===== src/verilog/pcs_pkg.sv =====
// Constants, field layouts and carrier types of the power and charge sequencer
package pcs_pkg;

  ////////////////////////////////////////////////////////////////////////////
  // Clock and timing
  localparam longint PCS_CLK_HZ          = 250_000_000;
  localparam longint PCS_CLK_PERIOD_PS   = 4_000;
  localparam longint PCS_NORMAL_CHG_HOURS = 8;
  localparam longint PCS_NORMAL_CHG_CYC  = PCS_NORMAL_CHG_HOURS * 3600 * PCS_CLK_HZ;
  localparam int     PCS_CHG_CNT_W       = 44;
  // Supply settle before releasing the gate-array reset (least time, round up)
  localparam longint PCS_SETTLE_NS       = 2_000;
  localparam longint PCS_SETTLE_CYC      = (PCS_SETTLE_NS * 1000 + PCS_CLK_PERIOD_PS - 1)
                                           / PCS_CLK_PERIOD_PS;
  // Gate-array reset lead ahead of supply removal (least time, round up)
  localparam longint PCS_GA_LEAD_NS      = 1_000;
  localparam longint PCS_GA_LEAD_CYC     = (PCS_GA_LEAD_NS * 1000 + PCS_CLK_PERIOD_PS - 1)
                                           / PCS_CLK_PERIOD_PS;
  localparam int     PCS_TMR_W           = 12;

  ////////////////////////////////////////////////////////////////////////////
  // Register map (byte addresses)
  localparam int       PCS_ADDR_W     = 8;
  localparam int       PCS_DATA_W     = 8;
  localparam bit [7:0] PCS_OFF_CTRL   = 8'h00;
  localparam bit [7:0] PCS_OFF_CMD    = 8'h04;
  localparam bit [7:0] PCS_OFF_STATUS = 8'h08;
  localparam bit [7:0] PCS_OFF_IRQ_ST = 8'h0C;
  localparam bit [7:0] PCS_OFF_IRQ_MK = 8'h10;

  // CTRL fields
  localparam int PCS_CTRL_BACKUP  = 0;
  localparam int PCS_CTRL_AUX_TRK = 1;
  localparam int PCS_CTRL_BSENSE  = 2;
  localparam bit [7:0] PCS_CTRL_RST = 8'h00;

  // CMD fields (write-only pulses)
  localparam int PCS_CMD_AUTO_ON  = 0;
  localparam int PCS_CMD_AUTO_OFF = 1;
  localparam int PCS_CMD_OFF_ACK  = 2;
  localparam int PCS_CMD_CHG_RST  = 3;

  // Interrupt status / mask fields
  localparam int PCS_IRQ_SW_ON    = 0;
  localparam int PCS_IRQ_SW_OFF   = 1;
  localparam int PCS_IRQ_RST_REL  = 2;
  localparam int PCS_IRQ_LOWVOLT  = 3;
  localparam int PCS_IRQ_ADP_CHG  = 4;
  localparam int PCS_IRQ_TRICKLE  = 5;
  localparam int PCS_IRQ_N        = 6;
  localparam bit [PCS_IRQ_N-1:0] PCS_IRQ_RST = 6'h00;

  ////////////////////////////////////////////////////////////////////////////
  // Sequencer states
  typedef enum logic [4:0] {
    PCS_ST_OFF    = 5'h01,
    PCS_ST_SETTLE = 5'h02,
    PCS_ST_ON     = 5'h04,
    PCS_ST_PREP   = 5'h08,
    PCS_ST_DROP   = 5'h10
  } pcs_state_type;

  // Pins arriving from outside the clock domain
  typedef struct packed {
    logic power_switch_in;
    logic reset_switch_n;
    logic adaptor_present;
    logic charge_override_jumper;
    logic low_volt_det;
  } pcs_pins_type;
  localparam int PCS_PINS_W = 5;
  localparam bit [4:0] PCS_PINS_RST = 5'h08; // reset switch idle high

  // Register bus request
  typedef struct packed {
    logic [PCS_ADDR_W-1:0] addr;
    logic [PCS_DATA_W-1:0] wdata;
    logic                  wr;
    logic                  rd;
  } pcs_bus_type;

endpackage


===== src/verilog/pcs_top.sv =====
// Power, reset and charge sequencer of the always-powered supervisor
// Operation
// - Power up and down are event driven: switch on, reset release, soft auto on/off.
// - Power switch falling raises power-off event; rising raises power-on event.
// - Supply enable low switches logic and backed supply on; high removes logic supply.
// - Backup select high picks auxiliary battery, low picks main battery.
// - While backup select is high the display drive voltage stays available.
// - Power-off waits for software to finish, reinitialise and warn before supply drops.
// - Gate-array reset initialises companion chips and expansion port, never switches power.
// - Gate-array reset is active low.
// - Override open: main charge mode low only first eight hours after adaptor connect or soft charge restart.
// - After eight hours main charge mode goes high for trickle charge.
// - Override closed: normal charge continuously while the adaptor is connected.
// - Processor reset output low resets processors, high when inactive.
// - Reset switch low asserts processor reset and gate-array reset.
// - Adaptor detect high means adaptor present and charging possible.
// - Auxiliary charge mode low is normal, high is trickle.
// - Battery sense high routes battery and operating voltage to the converter.
`timescale 1ns/10ps
`default_nettype none
module pcs_top #(
  parameter logic [43:0] CHARGE_CYCLES = 44'(pcs_pkg::PCS_NORMAL_CHG_CYC)
) (
  // Clock and reset
  input  wire logic                             mclk,
  input  wire logic                             sys_rst,
  // Pins from outside the domain
  input  wire pcs_pkg::pcs_pins_type            pins,
  // Register port
  input  wire pcs_pkg::pcs_bus_type             bus,
  output logic      [pcs_pkg::PCS_DATA_W-1:0]   rdata,
  output logic                                  irq,
  // Power and reset drives
  output logic                                  supply_enable_n,
  output logic                                  gate_array_reset_out,
  output logic                                  cpu_reset_n,
  output logic                                  backup_select,
  output logic                                  lcd_drive_en,
  // Charge and measurement drives
  output logic                                  main_charge_mode,
  output logic                                  aux_charge_mode,
  output logic                                  battery_sense_en
);
  import pcs_pkg::*;

  ////////////////////////////////////////////////////////////////////////////
  // Pin synchronisation
  logic [PCS_PINS_W-1:0] pins_sync;
  pcs_pins_type          pin_s;
  pcs_pins_type          pin_d_r;

  pcs_sync #(
    .W       (PCS_PINS_W),
    .RST_VAL (PCS_PINS_RST)
  ) u_sync (
    .mclk     (mclk),
    .sys_rst  (sys_rst),
    .async_in (pins),
    .sync_out (pins_sync)
  );

  assign pin_s = pcs_pins_type'(pins_sync);

  // Previous synchronised level for edge detection
  // Same reset value as the synchroniser, so no false edge follows reset
  always_ff @(posedge mclk or posedge sys_rst) begin
    if (sys_rst) begin
      pin_d_r <= pcs_pins_type'(PCS_PINS_RST);
    end else begin
      pin_d_r <= pin_s;
    end
  end

  ////////////////////////////////////////////////////////////////////////////
  // Pin events
  wire sw_rise   = pin_s.power_switch_in & ~pin_d_r.power_switch_in;
  wire sw_fall   = ~pin_s.power_switch_in & pin_d_r.power_switch_in;
  wire rst_rel   = pin_s.reset_switch_n & ~pin_d_r.reset_switch_n;
  wire rst_press = ~pin_s.reset_switch_n;
  wire lv_rise   = pin_s.low_volt_det & ~pin_d_r.low_volt_det;
  wire adp_rise  = pin_s.adaptor_present & ~pin_d_r.adaptor_present;
  wire adp_edge  = pin_s.adaptor_present ^ pin_d_r.adaptor_present;

  ////////////////////////////////////////////////////////////////////////////
  // Register decode
  wire wr_ctrl   = bus.wr & (bus.addr == PCS_OFF_CTRL);
  wire wr_cmd    = bus.wr & (bus.addr == PCS_OFF_CMD);
  wire wr_irq_st = bus.wr & (bus.addr == PCS_OFF_IRQ_ST);
  wire wr_irq_mk = bus.wr & (bus.addr == PCS_OFF_IRQ_MK);

  wire cmd_auto_on  = wr_cmd & bus.wdata[PCS_CMD_AUTO_ON];
  wire cmd_auto_off = wr_cmd & bus.wdata[PCS_CMD_AUTO_OFF];
  wire cmd_off_ack  = wr_cmd & bus.wdata[PCS_CMD_OFF_ACK];
  wire cmd_chg_rst  = wr_cmd & bus.wdata[PCS_CMD_CHG_RST];

  logic [PCS_DATA_W-1:0] ctrl_r;
  logic [PCS_IRQ_N-1:0]  irq_st_r;
  logic [PCS_IRQ_N-1:0]  irq_mk_r;

  // Control register, steers backup, aux charge and sense outputs
  always_ff @(posedge mclk or posedge sys_rst) begin
    if (sys_rst) begin
      ctrl_r <= PCS_CTRL_RST;
    end else if (wr_ctrl) begin
      ctrl_r <= bus.wdata;
    end
  end

  ////////////////////////////////////////////////////////////////////////////
  // Power requests
  // Switch on, reset release and soft wake all request power-on
  wire on_req  = sw_rise | rst_rel | cmd_auto_on;
  // Switch off, low voltage and soft auto-off all request power-off
  wire off_req = sw_fall | lv_rise | cmd_auto_off;

  ////////////////////////////////////////////////////////////////////////////
  // Sequencer
  pcs_state_type        state_r;
  pcs_state_type        state_nxt;
  logic [PCS_TMR_W-1:0] tmr_r;
  logic [PCS_TMR_W-1:0] tmr_nxt;
  logic                 off_pend_r;
  logic                 on_pend_r;

  // Compare against the last count so each wait lasts exactly its constant
  localparam logic [PCS_TMR_W-1:0] SETTLE_LAST = PCS_TMR_W'(PCS_SETTLE_CYC - 1);
  localparam logic [PCS_TMR_W-1:0] LEAD_LAST   = PCS_TMR_W'(PCS_GA_LEAD_CYC - 1);

  wire tmr_settle_done = (tmr_r == SETTLE_LAST);
  wire tmr_lead_done   = (tmr_r == LEAD_LAST);

  // Next-state logic
  always_comb begin
    state_nxt = state_r;
    tmr_nxt   = '0;
    case (state_r)
      PCS_ST_OFF: begin
        if (on_req | on_pend_r) begin
          state_nxt = PCS_ST_SETTLE;
        end
      end
      PCS_ST_SETTLE: begin
        // Supply on, gate arrays kept in reset until settled
        if (tmr_settle_done) begin
          state_nxt = PCS_ST_ON;
        end else begin
          tmr_nxt = tmr_r + 1'b1;
        end
      end
      PCS_ST_ON: begin
        if (off_req | off_pend_r) begin
          state_nxt = PCS_ST_PREP;
        end
      end
      PCS_ST_PREP: begin
        // Supply held until software reports work closed out
        // No timeout: a hung processor keeps the rail up until reset
        if (cmd_off_ack) begin
          state_nxt = PCS_ST_DROP;
        end else if (on_req) begin
          state_nxt = PCS_ST_ON;
        end
      end
      PCS_ST_DROP: begin
        // Gate arrays in reset for a lead time before supply drops
        if (tmr_lead_done) begin
          state_nxt = PCS_ST_OFF;
        end else begin
          tmr_nxt = tmr_r + 1'b1;
        end
      end
      default: begin
        state_nxt = PCS_ST_OFF;
      end
    endcase
  end

  always_ff @(posedge mclk or posedge sys_rst) begin
    if (sys_rst) begin
      state_r <= PCS_ST_OFF;
      tmr_r   <= '0;
    end else begin
      state_r <= state_nxt;
      tmr_r   <= tmr_nxt;
    end
  end

  // Off requests arriving during settle and on requests arriving during drop are held for the next state
  // A late request is served once the running step ends; a power-on request in the same cycle as the off-ack is dropped
  always_ff @(posedge mclk or posedge sys_rst) begin
    if (sys_rst) begin
      off_pend_r <= 1'b0;
      on_pend_r  <= 1'b0;
    end else begin
      off_pend_r <= (state_r == PCS_ST_SETTLE) & (off_req | off_pend_r);
      on_pend_r  <= (state_r == PCS_ST_DROP) & (on_req | on_pend_r);
    end
  end

  ////////////////////////////////////////////////////////////////////////////
  // Power and reset drives
  wire supply_on = (state_r != PCS_ST_OFF);
  wire ga_active = (state_r == PCS_ST_ON) | (state_r == PCS_ST_PREP);

  // All drives registered; reset levels keep the board unpowered and in reset
  always_ff @(posedge mclk or posedge sys_rst) begin
    if (sys_rst) begin
      supply_enable_n      <= 1'b1;
      gate_array_reset_out <= 1'b0;
      cpu_reset_n          <= 1'b0;
      backup_select        <= 1'b0;
      lcd_drive_en         <= 1'b0;
    end else begin
      supply_enable_n      <= ~supply_on;
      // Reset only, power to the gate arrays follows the supply
      gate_array_reset_out <= ga_active & ~rst_press;
      cpu_reset_n          <= ga_active & ~rst_press;
      backup_select        <= ctrl_r[PCS_CTRL_BACKUP];
      // Display drive kept alive for the low-battery warning
      lcd_drive_en         <= ctrl_r[PCS_CTRL_BACKUP] | supply_on;
    end
  end

  ////////////////////////////////////////////////////////////////////////////
  // Main battery charge timer
  logic [PCS_CHG_CNT_W-1:0] chg_cnt_r;
  logic                     chg_done_r;
  logic                     chg_done_d_r;

  wire chg_restart = adp_rise | cmd_chg_rst;
  wire chg_expire  = (chg_cnt_r == CHARGE_CYCLES - 1'b1);

  // Counts from adaptor connect; restarts on reconnect or soft request
  // One span whatever the power state; every reconnect starts it afresh
  always_ff @(posedge mclk or posedge sys_rst) begin
    if (sys_rst) begin
      chg_cnt_r  <= '0;
      chg_done_r <= 1'b0;
    end else if (chg_restart | ~pin_s.adaptor_present) begin
      chg_cnt_r  <= '0;
      chg_done_r <= 1'b0;
    end else if (!chg_done_r) begin
      chg_cnt_r  <= chg_cnt_r + 1'b1;
      chg_done_r <= chg_expire;
    end
  end

  always_ff @(posedge mclk or posedge sys_rst) begin
    if (sys_rst) begin
      chg_done_d_r <= 1'b0;
    end else begin
      chg_done_d_r <= chg_done_r;
    end
  end

  wire trickle_ev = chg_done_r & ~chg_done_d_r;

  // Charge and measurement drives
  always_ff @(posedge mclk or posedge sys_rst) begin
    if (sys_rst) begin
      main_charge_mode <= 1'b0;
      aux_charge_mode  <= 1'b0;
      battery_sense_en <= 1'b0;
    end else begin
      // Jumper closed forces normal charge; timer result then ignored
      main_charge_mode <= chg_done_r & pin_s.adaptor_present
                          & ~pin_s.charge_override_jumper;
      aux_charge_mode  <= ctrl_r[PCS_CTRL_AUX_TRK];
      battery_sense_en <= ctrl_r[PCS_CTRL_BSENSE];
    end
  end

  ////////////////////////////////////////////////////////////////////////////
  // Interrupts
  logic [PCS_IRQ_N-1:0] irq_ev;

  always_comb begin
    irq_ev                  = '0;
    irq_ev[PCS_IRQ_SW_ON]   = sw_rise;
    irq_ev[PCS_IRQ_SW_OFF]  = sw_fall;
    irq_ev[PCS_IRQ_RST_REL] = rst_rel;
    irq_ev[PCS_IRQ_LOWVOLT] = lv_rise;
    irq_ev[PCS_IRQ_ADP_CHG] = adp_edge;
    irq_ev[PCS_IRQ_TRICKLE] = trickle_ev;
  end

  wire [PCS_IRQ_N-1:0] irq_clr = wr_irq_st ? bus.wdata[PCS_IRQ_N-1:0] : '0;

  // Sticky status, write one to clear; a new event beats the clear
  always_ff @(posedge mclk or posedge sys_rst) begin
    if (sys_rst) begin
      irq_st_r <= PCS_IRQ_RST;
      irq_mk_r <= PCS_IRQ_RST;
    end else begin
      irq_st_r <= (irq_st_r & ~irq_clr) | irq_ev;
      if (wr_irq_mk) begin
        irq_mk_r <= bus.wdata[PCS_IRQ_N-1:0];
      end
    end
  end

  // Registered so the line never glitches while status and mask change
  always_ff @(posedge mclk or posedge sys_rst) begin
    if (sys_rst) begin
      irq <= 1'b0;
    end else begin
      irq <= |(irq_st_r & irq_mk_r);
    end
  end

  ////////////////////////////////////////////////////////////////////////////
  // Read path
  logic [PCS_DATA_W-1:0] status_w;
  logic [PCS_DATA_W-1:0] rdata_nxt;

  // Status: sequencer state, charge state and live pin levels
  assign status_w = {pin_s.charge_override_jumper, pin_s.adaptor_present,
                     pin_s.reset_switch_n, pin_s.power_switch_in,
                     chg_done_r, state_r == PCS_ST_PREP, state_r == PCS_ST_ON,
                     supply_on};

  always_comb begin
    case (bus.addr)
      PCS_OFF_CTRL:   rdata_nxt = ctrl_r;
      PCS_OFF_STATUS: rdata_nxt = status_w;
      PCS_OFF_IRQ_ST: rdata_nxt = {2'h0, irq_st_r};
      PCS_OFF_IRQ_MK: rdata_nxt = {2'h0, irq_mk_r};
      default:        rdata_nxt = '0;
    endcase
  end

  // Data valid only the cycle after the read strobe
  always_ff @(posedge mclk or posedge sys_rst) begin
    if (sys_rst) begin
      rdata <= '0;
    end else begin
      rdata <= bus.rd ? rdata_nxt : '0;
    end
  end

endmodule
`default_nettype wire


===== src/verilog/pcs_sync.sv =====
// Two-stage synchroniser for a group of asynchronous pin levels
`timescale 1ns/10ps
`default_nettype none
module pcs_sync #(
  parameter int           W       = 1,
  parameter logic [W-1:0] RST_VAL = '0
) (
  // Clock and reset
  input  wire logic         mclk,
  input  wire logic         sys_rst,
  // Levels
  input  wire logic [W-1:0] async_in,
  output logic      [W-1:0] sync_out
);

  logic [W-1:0] meta_r;

  // First stage read only by the second
  always_ff @(posedge mclk or posedge sys_rst) begin
    if (sys_rst) begin
      meta_r   <= RST_VAL;
      sync_out <= RST_VAL;
    end else begin
      meta_r   <= async_in;
      sync_out <= meta_r;
    end
  end

endmodule
`default_nettype wire


===== config.mk =====
export PLATFORM = sky130hd
export DESIGN_NAME = pcs_top
export DESIGN_NICKNAME = d
export VERILOG_FILES = /design/src/verilog/pcs_pkg.sv /design/src/verilog/pcs_top.sv /design/src/verilog/pcs_sync.sv
export SDC_FILE = /design/constraint.sdc
export NUM_CORES = 1
export LEC_CHECK = 0
export BUFFER_PORTS_ARGS = -buffer_cell sky130_fd_sc_hd__buf_4
export CAP_MARGIN = 20
export CORE_MARGIN = 2
export CORE_UTILIZATION = 30
export CTS_BUF_LIST = sky130_fd_sc_hd__clkbuf_2 sky130_fd_sc_hd__clkbuf_4 sky130_fd_sc_hd__clkbuf_8
export DETAILED_ROUTE_END_ITERATION = 16
export HOLD_SLACK_MARGIN = 0.1
export PLACE_DENSITY = 0.56
export SLEW_MARGIN = 20
export SYNTH_ARGS = -nofsm -noshare
export SYNTH_HDL_FRONTEND = slang
export SYNTH_SLANG_ARGS = --single-unit

===== constraint.sdc =====
create_clock -name mclk -period 4.4 [get_ports mclk]
set_clock_uncertainty 0.15 [all_clocks]
set_input_delay 0.66 -clock mclk [delete_from_list [all_inputs] [get_ports mclk]]
set_output_delay 0.66 -clock mclk [all_outputs]
set_load 0.01 [all_outputs]

* Word-level counts from Yosys, hierarchy flattened
Index checks and enable logic that the tools add are counted.
** Storage, ports and cells
- Bits of input ports :: 25
- Output and inout port bits :: 17
- Register bits :: 115
- Word-level logic and storage cells :: 109
** Operators by class
- Mux-type cells :: 17
- Eq/ne operators :: 19
- Bitwise operators :: 43
- Reductions and logical operators :: 3
- $add $sub $neg :: 2
** Operators with widths (number)
- $mux W44 :: 2
- $add A44 B1 Y44 const B :: 1
- $eq A44 B43 Y1 const B :: 1
- $pmux W8 S4 :: 1
- $mux W5 :: 6
- $pmux W5 S5 :: 1
- $mux W12 :: 2
- $pmux W12 S2 :: 1
- $and A1 B1 Y1 :: 19
- $eq A8 B4 Y1 const B :: 2
- $add A12 B1 Y12 const B :: 1
- $and A6 B6 Y6 :: 2
- $eq A12 B8 Y1 const B :: 1
- $eq A12 B9 Y1 const B :: 1
- $or A1 B1 Y1 :: 10
- $not A1 Y1 :: 9
- $eq A8 B3 Y1 const B :: 1
- $eq A8 B5 Y1 const B :: 1
- $logic_not A8 Y1 :: 1
- $mux W8 :: 1
- $mux W6 :: 1
- $ne A2 B2 Y1 const B :: 3
- $not A6 Y6 :: 1
- $or A6 B6 Y6 :: 1
- other kinds (12) :: 14

* Logic depth before layout (Yosys ltp)
- Depth in word-level cells :: 7
- Gate-level depth with buffers :: 7
- Gate-level depth less buffers :: 7

* Modules after synthesis
A second synthesis with hierarchy kept.
** Second synthesis, totals
- Cells, all modules :: 493
- Area total of the unflattened synthesis :: 5301.3 um^2
** By module, submodules not included
- pcs_top :: cells each 482, sequential area each 2631.3 um^2, area an instance 5044.8 um^2, instances 1
- pcs_sync :: cells each 11, sequential area each 252.7 um^2, area an instance 256.5 um^2, instances 1

* Least setup slack after synthesis
Ideal clock, no wire load.
- Kind :: input-to-reg
- Start point :: input bus[11] (netlist name)
- End point :: register ctrl_r[4]
- Path buffers :: 2
- Cell stages on the path :: 6
- Library setup time :: 125 ps
- Path slack :: 1711 ps
- Arrival time :: 2414 ps
- Required time :: 4125 ps
- Cells stage by stage :: or3_1 -> buf_2 -> or4_1 -> or3_1 -> clkbuf_1 -> mux2_2
** On the way
- Cells in the longest elaborated chain, start to end :: 2
** RTL lines
- start, declared :: line pcs_top.sv:30 : input wire pcs_pkg::pcs_bus_type bus,
- $logic_not A8 Y1 :: line pcs_top.sv:86 : wire wr_ctrl = bus.wr & (bus.addr == PCS_OFF_CTRL);
- $and A1 B1 Y1 :: line pcs_top.sv:86
- end signal, assigned :: line pcs_top.sv:105 : ctrl_r <= bus.wdata;
- end, declared :: line pcs_top.sv:96 : logic [PCS_DATA_W-1:0] ctrl_r;
No other way between the ends.
A chain may end at the register's enable or synchronous reset.

* Worst setup path in the final report
- Start point :: register chg_cnt_r[0]
- End point :: register chg_cnt_r[38]
** On the way
- Cells in the longest elaborated chain, start to end :: 3
** RTL lines
- start, declared :: line pcs_top.sv:226 : logic [PCS_CHG_CNT_W-1:0] chg_cnt_r;
- start signal, assigned :: line pcs_top.sv:243 : chg_cnt_r <= chg_cnt_r + 1'b1;
- $add A44 B1 Y44 :: line pcs_top.sv:243
- $mux W44 :: line pcs_top.sv:242 : end else if (!chg_done_r) begin
- $mux W44 :: line pcs_top.sv:239 : end else if (chg_restart | ~pin_s.adaptor_present) begin
No other way between the ends. The select of a mux whose other input is x is not followed.

==> qor.yml <==
synth-adder-area-share: 0.00944
avgSynthCellArea_um2: 10.5
core-area_mm2: 0.0173
hpwl_um: 8190
synth-simple-area-share: 0.241
cp.arrival_ns: 2.88
finalSetupTns_ns: 0
drt_iter0_drc: 228
max_cap_violations: 0
cp_max_fo: 7
drt_first_pass_iters: 5
grt_max_degree: 62
n_antenna_cell: 0
irDropWorstVdd_uv: 178
p_leak_nw: 2.73
htreeDepth: 4
ys_seq_elements: 115
crit_buf_inv: 0
synth_edf_count: 0
area_growth_syn_to_layout_pct: 19.1
synth_top_family_by_area: "simple AND/OR/NAND/NOR gates"
muxShareOfSynthArea: 0.0401
die_x_um: 137
finalHoldViolations: 0
grt_overflow: 0
synthXorXnorAreaFrac: 0.0644
p_per_area_mw_per_mm2: 358
post_cts_buffers: 0
yosys_warnings: 0
crit_slowest_cell: "or4_1"
worstSetupPathType: "flop to flop"
synth_top_area_share: 0.519
holdWs_ns: 0.177
design.die.area_mm2: 0.0187
cp_cell_sequence: "ha_1, nand3b_4, or3_4, or4_1, or4_1, nand2_1"
clk_latency_ns: 0.44
seqCellArea_mm2: 0.00288
cts_tree: "done"
fmaxAchievable_ghz: 0.378
synth-compound-area-share: 0.0760
period_share: 0.602
period_needed_ns: 2.65
ys_types: 54
setup_viol: 0
drive_gt1_frac: 0.199
crit_top_cell: "or4_1"
cts.clk_slew.worst_paths_ns: 0.07
max-slew-margin-rel: 0.341
route.vias.total: 4048
synth.area.top_cells: "dfrtp_1 52%, nor2_1 4.0%, xor2_1 4.0%"
fillCellCount: 1736
slew_violations: 0
yosysSeqAreaShare: 0.544
placed_area_mm2: 0.00587
min_path_type: "input pin to flop"
numCtsBuffers: 17
wl_per_cell_um: 14.7
yosys.area.top_type: "dfrtp_1"
slowest_delay_ns: 0.66
drc: 0
antenna_found_initial: 0
clock_path_buffers: 2
pre_cts_ws_ns: 1.48
r2r_slack_ns: 1.75
start_util: 0.306
via_per_inst: 5.10
critPathTopFamily: "simple AND/OR/NAND/NOR gates"
syn_area_mm2: 0.00530
root_buffer: "clkbuf_8"
required_ns: 4.63
grt_use_total: 0.136
power_mw: 2.26
grt_pass1_wl_um: 19700
worst_slew_pin_slew_ns: 0.980
fp.dieH_um: 137
wl_um: 11700
place.gp.congestion: 0.858
multiInputGateArea_mm2: 0.00230
grt_pass1_vias: 3979
final_cell_area_mm2: 0.00631
worstSetupStartpointType: "flop"
final_nets: 585
synth_nets: 536
synthFlopType: "dfrtp_1"
ios: 42
cts_sinks: 115
row_count: 48
setup_slack_ns: 1.75
synthArstFlopShare: 1.00
synthCells: 507
cts_resized: 0
cts_hold_buf: 0
run_status: "complete, no violations"
rsz0062_at_grt: "false"
ant_nets: 0
io_buffers: 41
end_kind: "flop"
synthesized netlist by cell type (2+ instances only):
cell	instances
o21ai_0	26
and3_1	11
o221a_2	2
buf_2	2
nor3_1	15
ha_1	4
nor4_1	8
nor2_1	56
and2_1	6
a22oi_1	4
nor2b_1	4
buf_4	2
or3_1	16
nand3_1	21
or2_2	2
nor3_2	3
mux2i_1	10
or4_1	5
nor4b_1	2
a21oi_1	14
a32o_1	2
mux2_2	10
xnor2_1	15
inv_1	16
nand2b_1	3
nand4_1	23
xor2_1	24
a21boi_0	4
and4_1	5
dfstp_2	5
nand2_1	39
clkbuf_1	12
dfrtp_1	110
a221oi_1	6
cells in the final DEF, fill, tap and decap left out, types with 5 or more instances in the layout:
cell      netlist  final
o21ai_0        26     26
nor3_1         15     15
or3_1          16     16
and4_1          5      5
nand4_1        23     23
buf_4           2     46
xnor2_1        15     15
xor2_1         24     24
nand3_1        21     21
or4_1           5      5
nor2_1         56     56
a221oi_1        6      6
clkbuf_8        0     18
nand2_1        39     39
dfrtp_1       110    110
and3_1         11     11
nor4_1          8      8
and2_1          6      6
inv_1          16     15
mux2i_1        10     10
a21oi_1        14     14
mux2_2         10     10
dfstp_2         5      5
layout make-up:
type	instances	area share
well taps	225	0.0446
repair buffers	46	0.0547
clock inverters	13	0.0291
flip-flops and latches	115	0.457
multi-input cells	360	0.364
inverters	16	0.00991
clock buffers	19	0.0405
where the power goes:
part           switching, mW  internal (mW)  leakage [nW]
Clock                  0.437          0.637         0.215
Combinational         0.0576         0.0367          1.02
Sequential            0.0126           1.08          1.50
Total                  0.508           1.75          2.73
path summary, 6_finish.rpt:
path                                       start            endpoint  cells past startpoint
worst max-delay path                chg_cnt_r[0]       chg_cnt_r[38]                      6
worst min-delay path                     pins[1]    u_sync.meta_r[1]                      1
worst max register to register      chg_cnt_r[0]       chg_cnt_r[38]                      6
worst min register to register  u_sync.meta_r[2]  u_sync.sync_out[2]                      0
max in group asynchronous                sys_rst       chg_cnt_r[30]                      3
min in group asynchronous                sys_rst           tmr_r[10]                      2
metrics by stage:
step | utilization | instances
after floorplan | - | 507
after global placement | 0.339 | 762
after detailed placement | 0.339 | 762
after CTS | 0.365 | 794
after global routing | 0.365 | 794
final | 0.365 | 794
kinds of logic (layout without fill, tap and decap cells):
kind of cell    count (synthesis)  after routing
simple gates                  234            234
flops                         115            115
compound gates                 63             63
xor+xnor                       39             39
buf+inv                        32             94
mux                            20             20
fa+ha+maj                       4              4
flip-flops by register name (all words and copies together), names as in the netlist, 4 cells and up:
signal / flops
ctrl_r: 8
tmr_r: 12
chg_cnt_r: 44
pin_d_r: 4
irq_st_r: 6
rdata: 8
u_sync.meta_r: 5
irq_mk_r: 6
u_sync.sync_out: 5
state_r: 5
metal layers:
metal	wire length, um	vias up	track usage
met5	0	-	0
met3	669	25	0.0404
met2	5510	135	0.207
met4	265	0	0.0641
li1	-	1898	-
met1	5240	1990	0.176
Power figures use the tool's default switching activity.
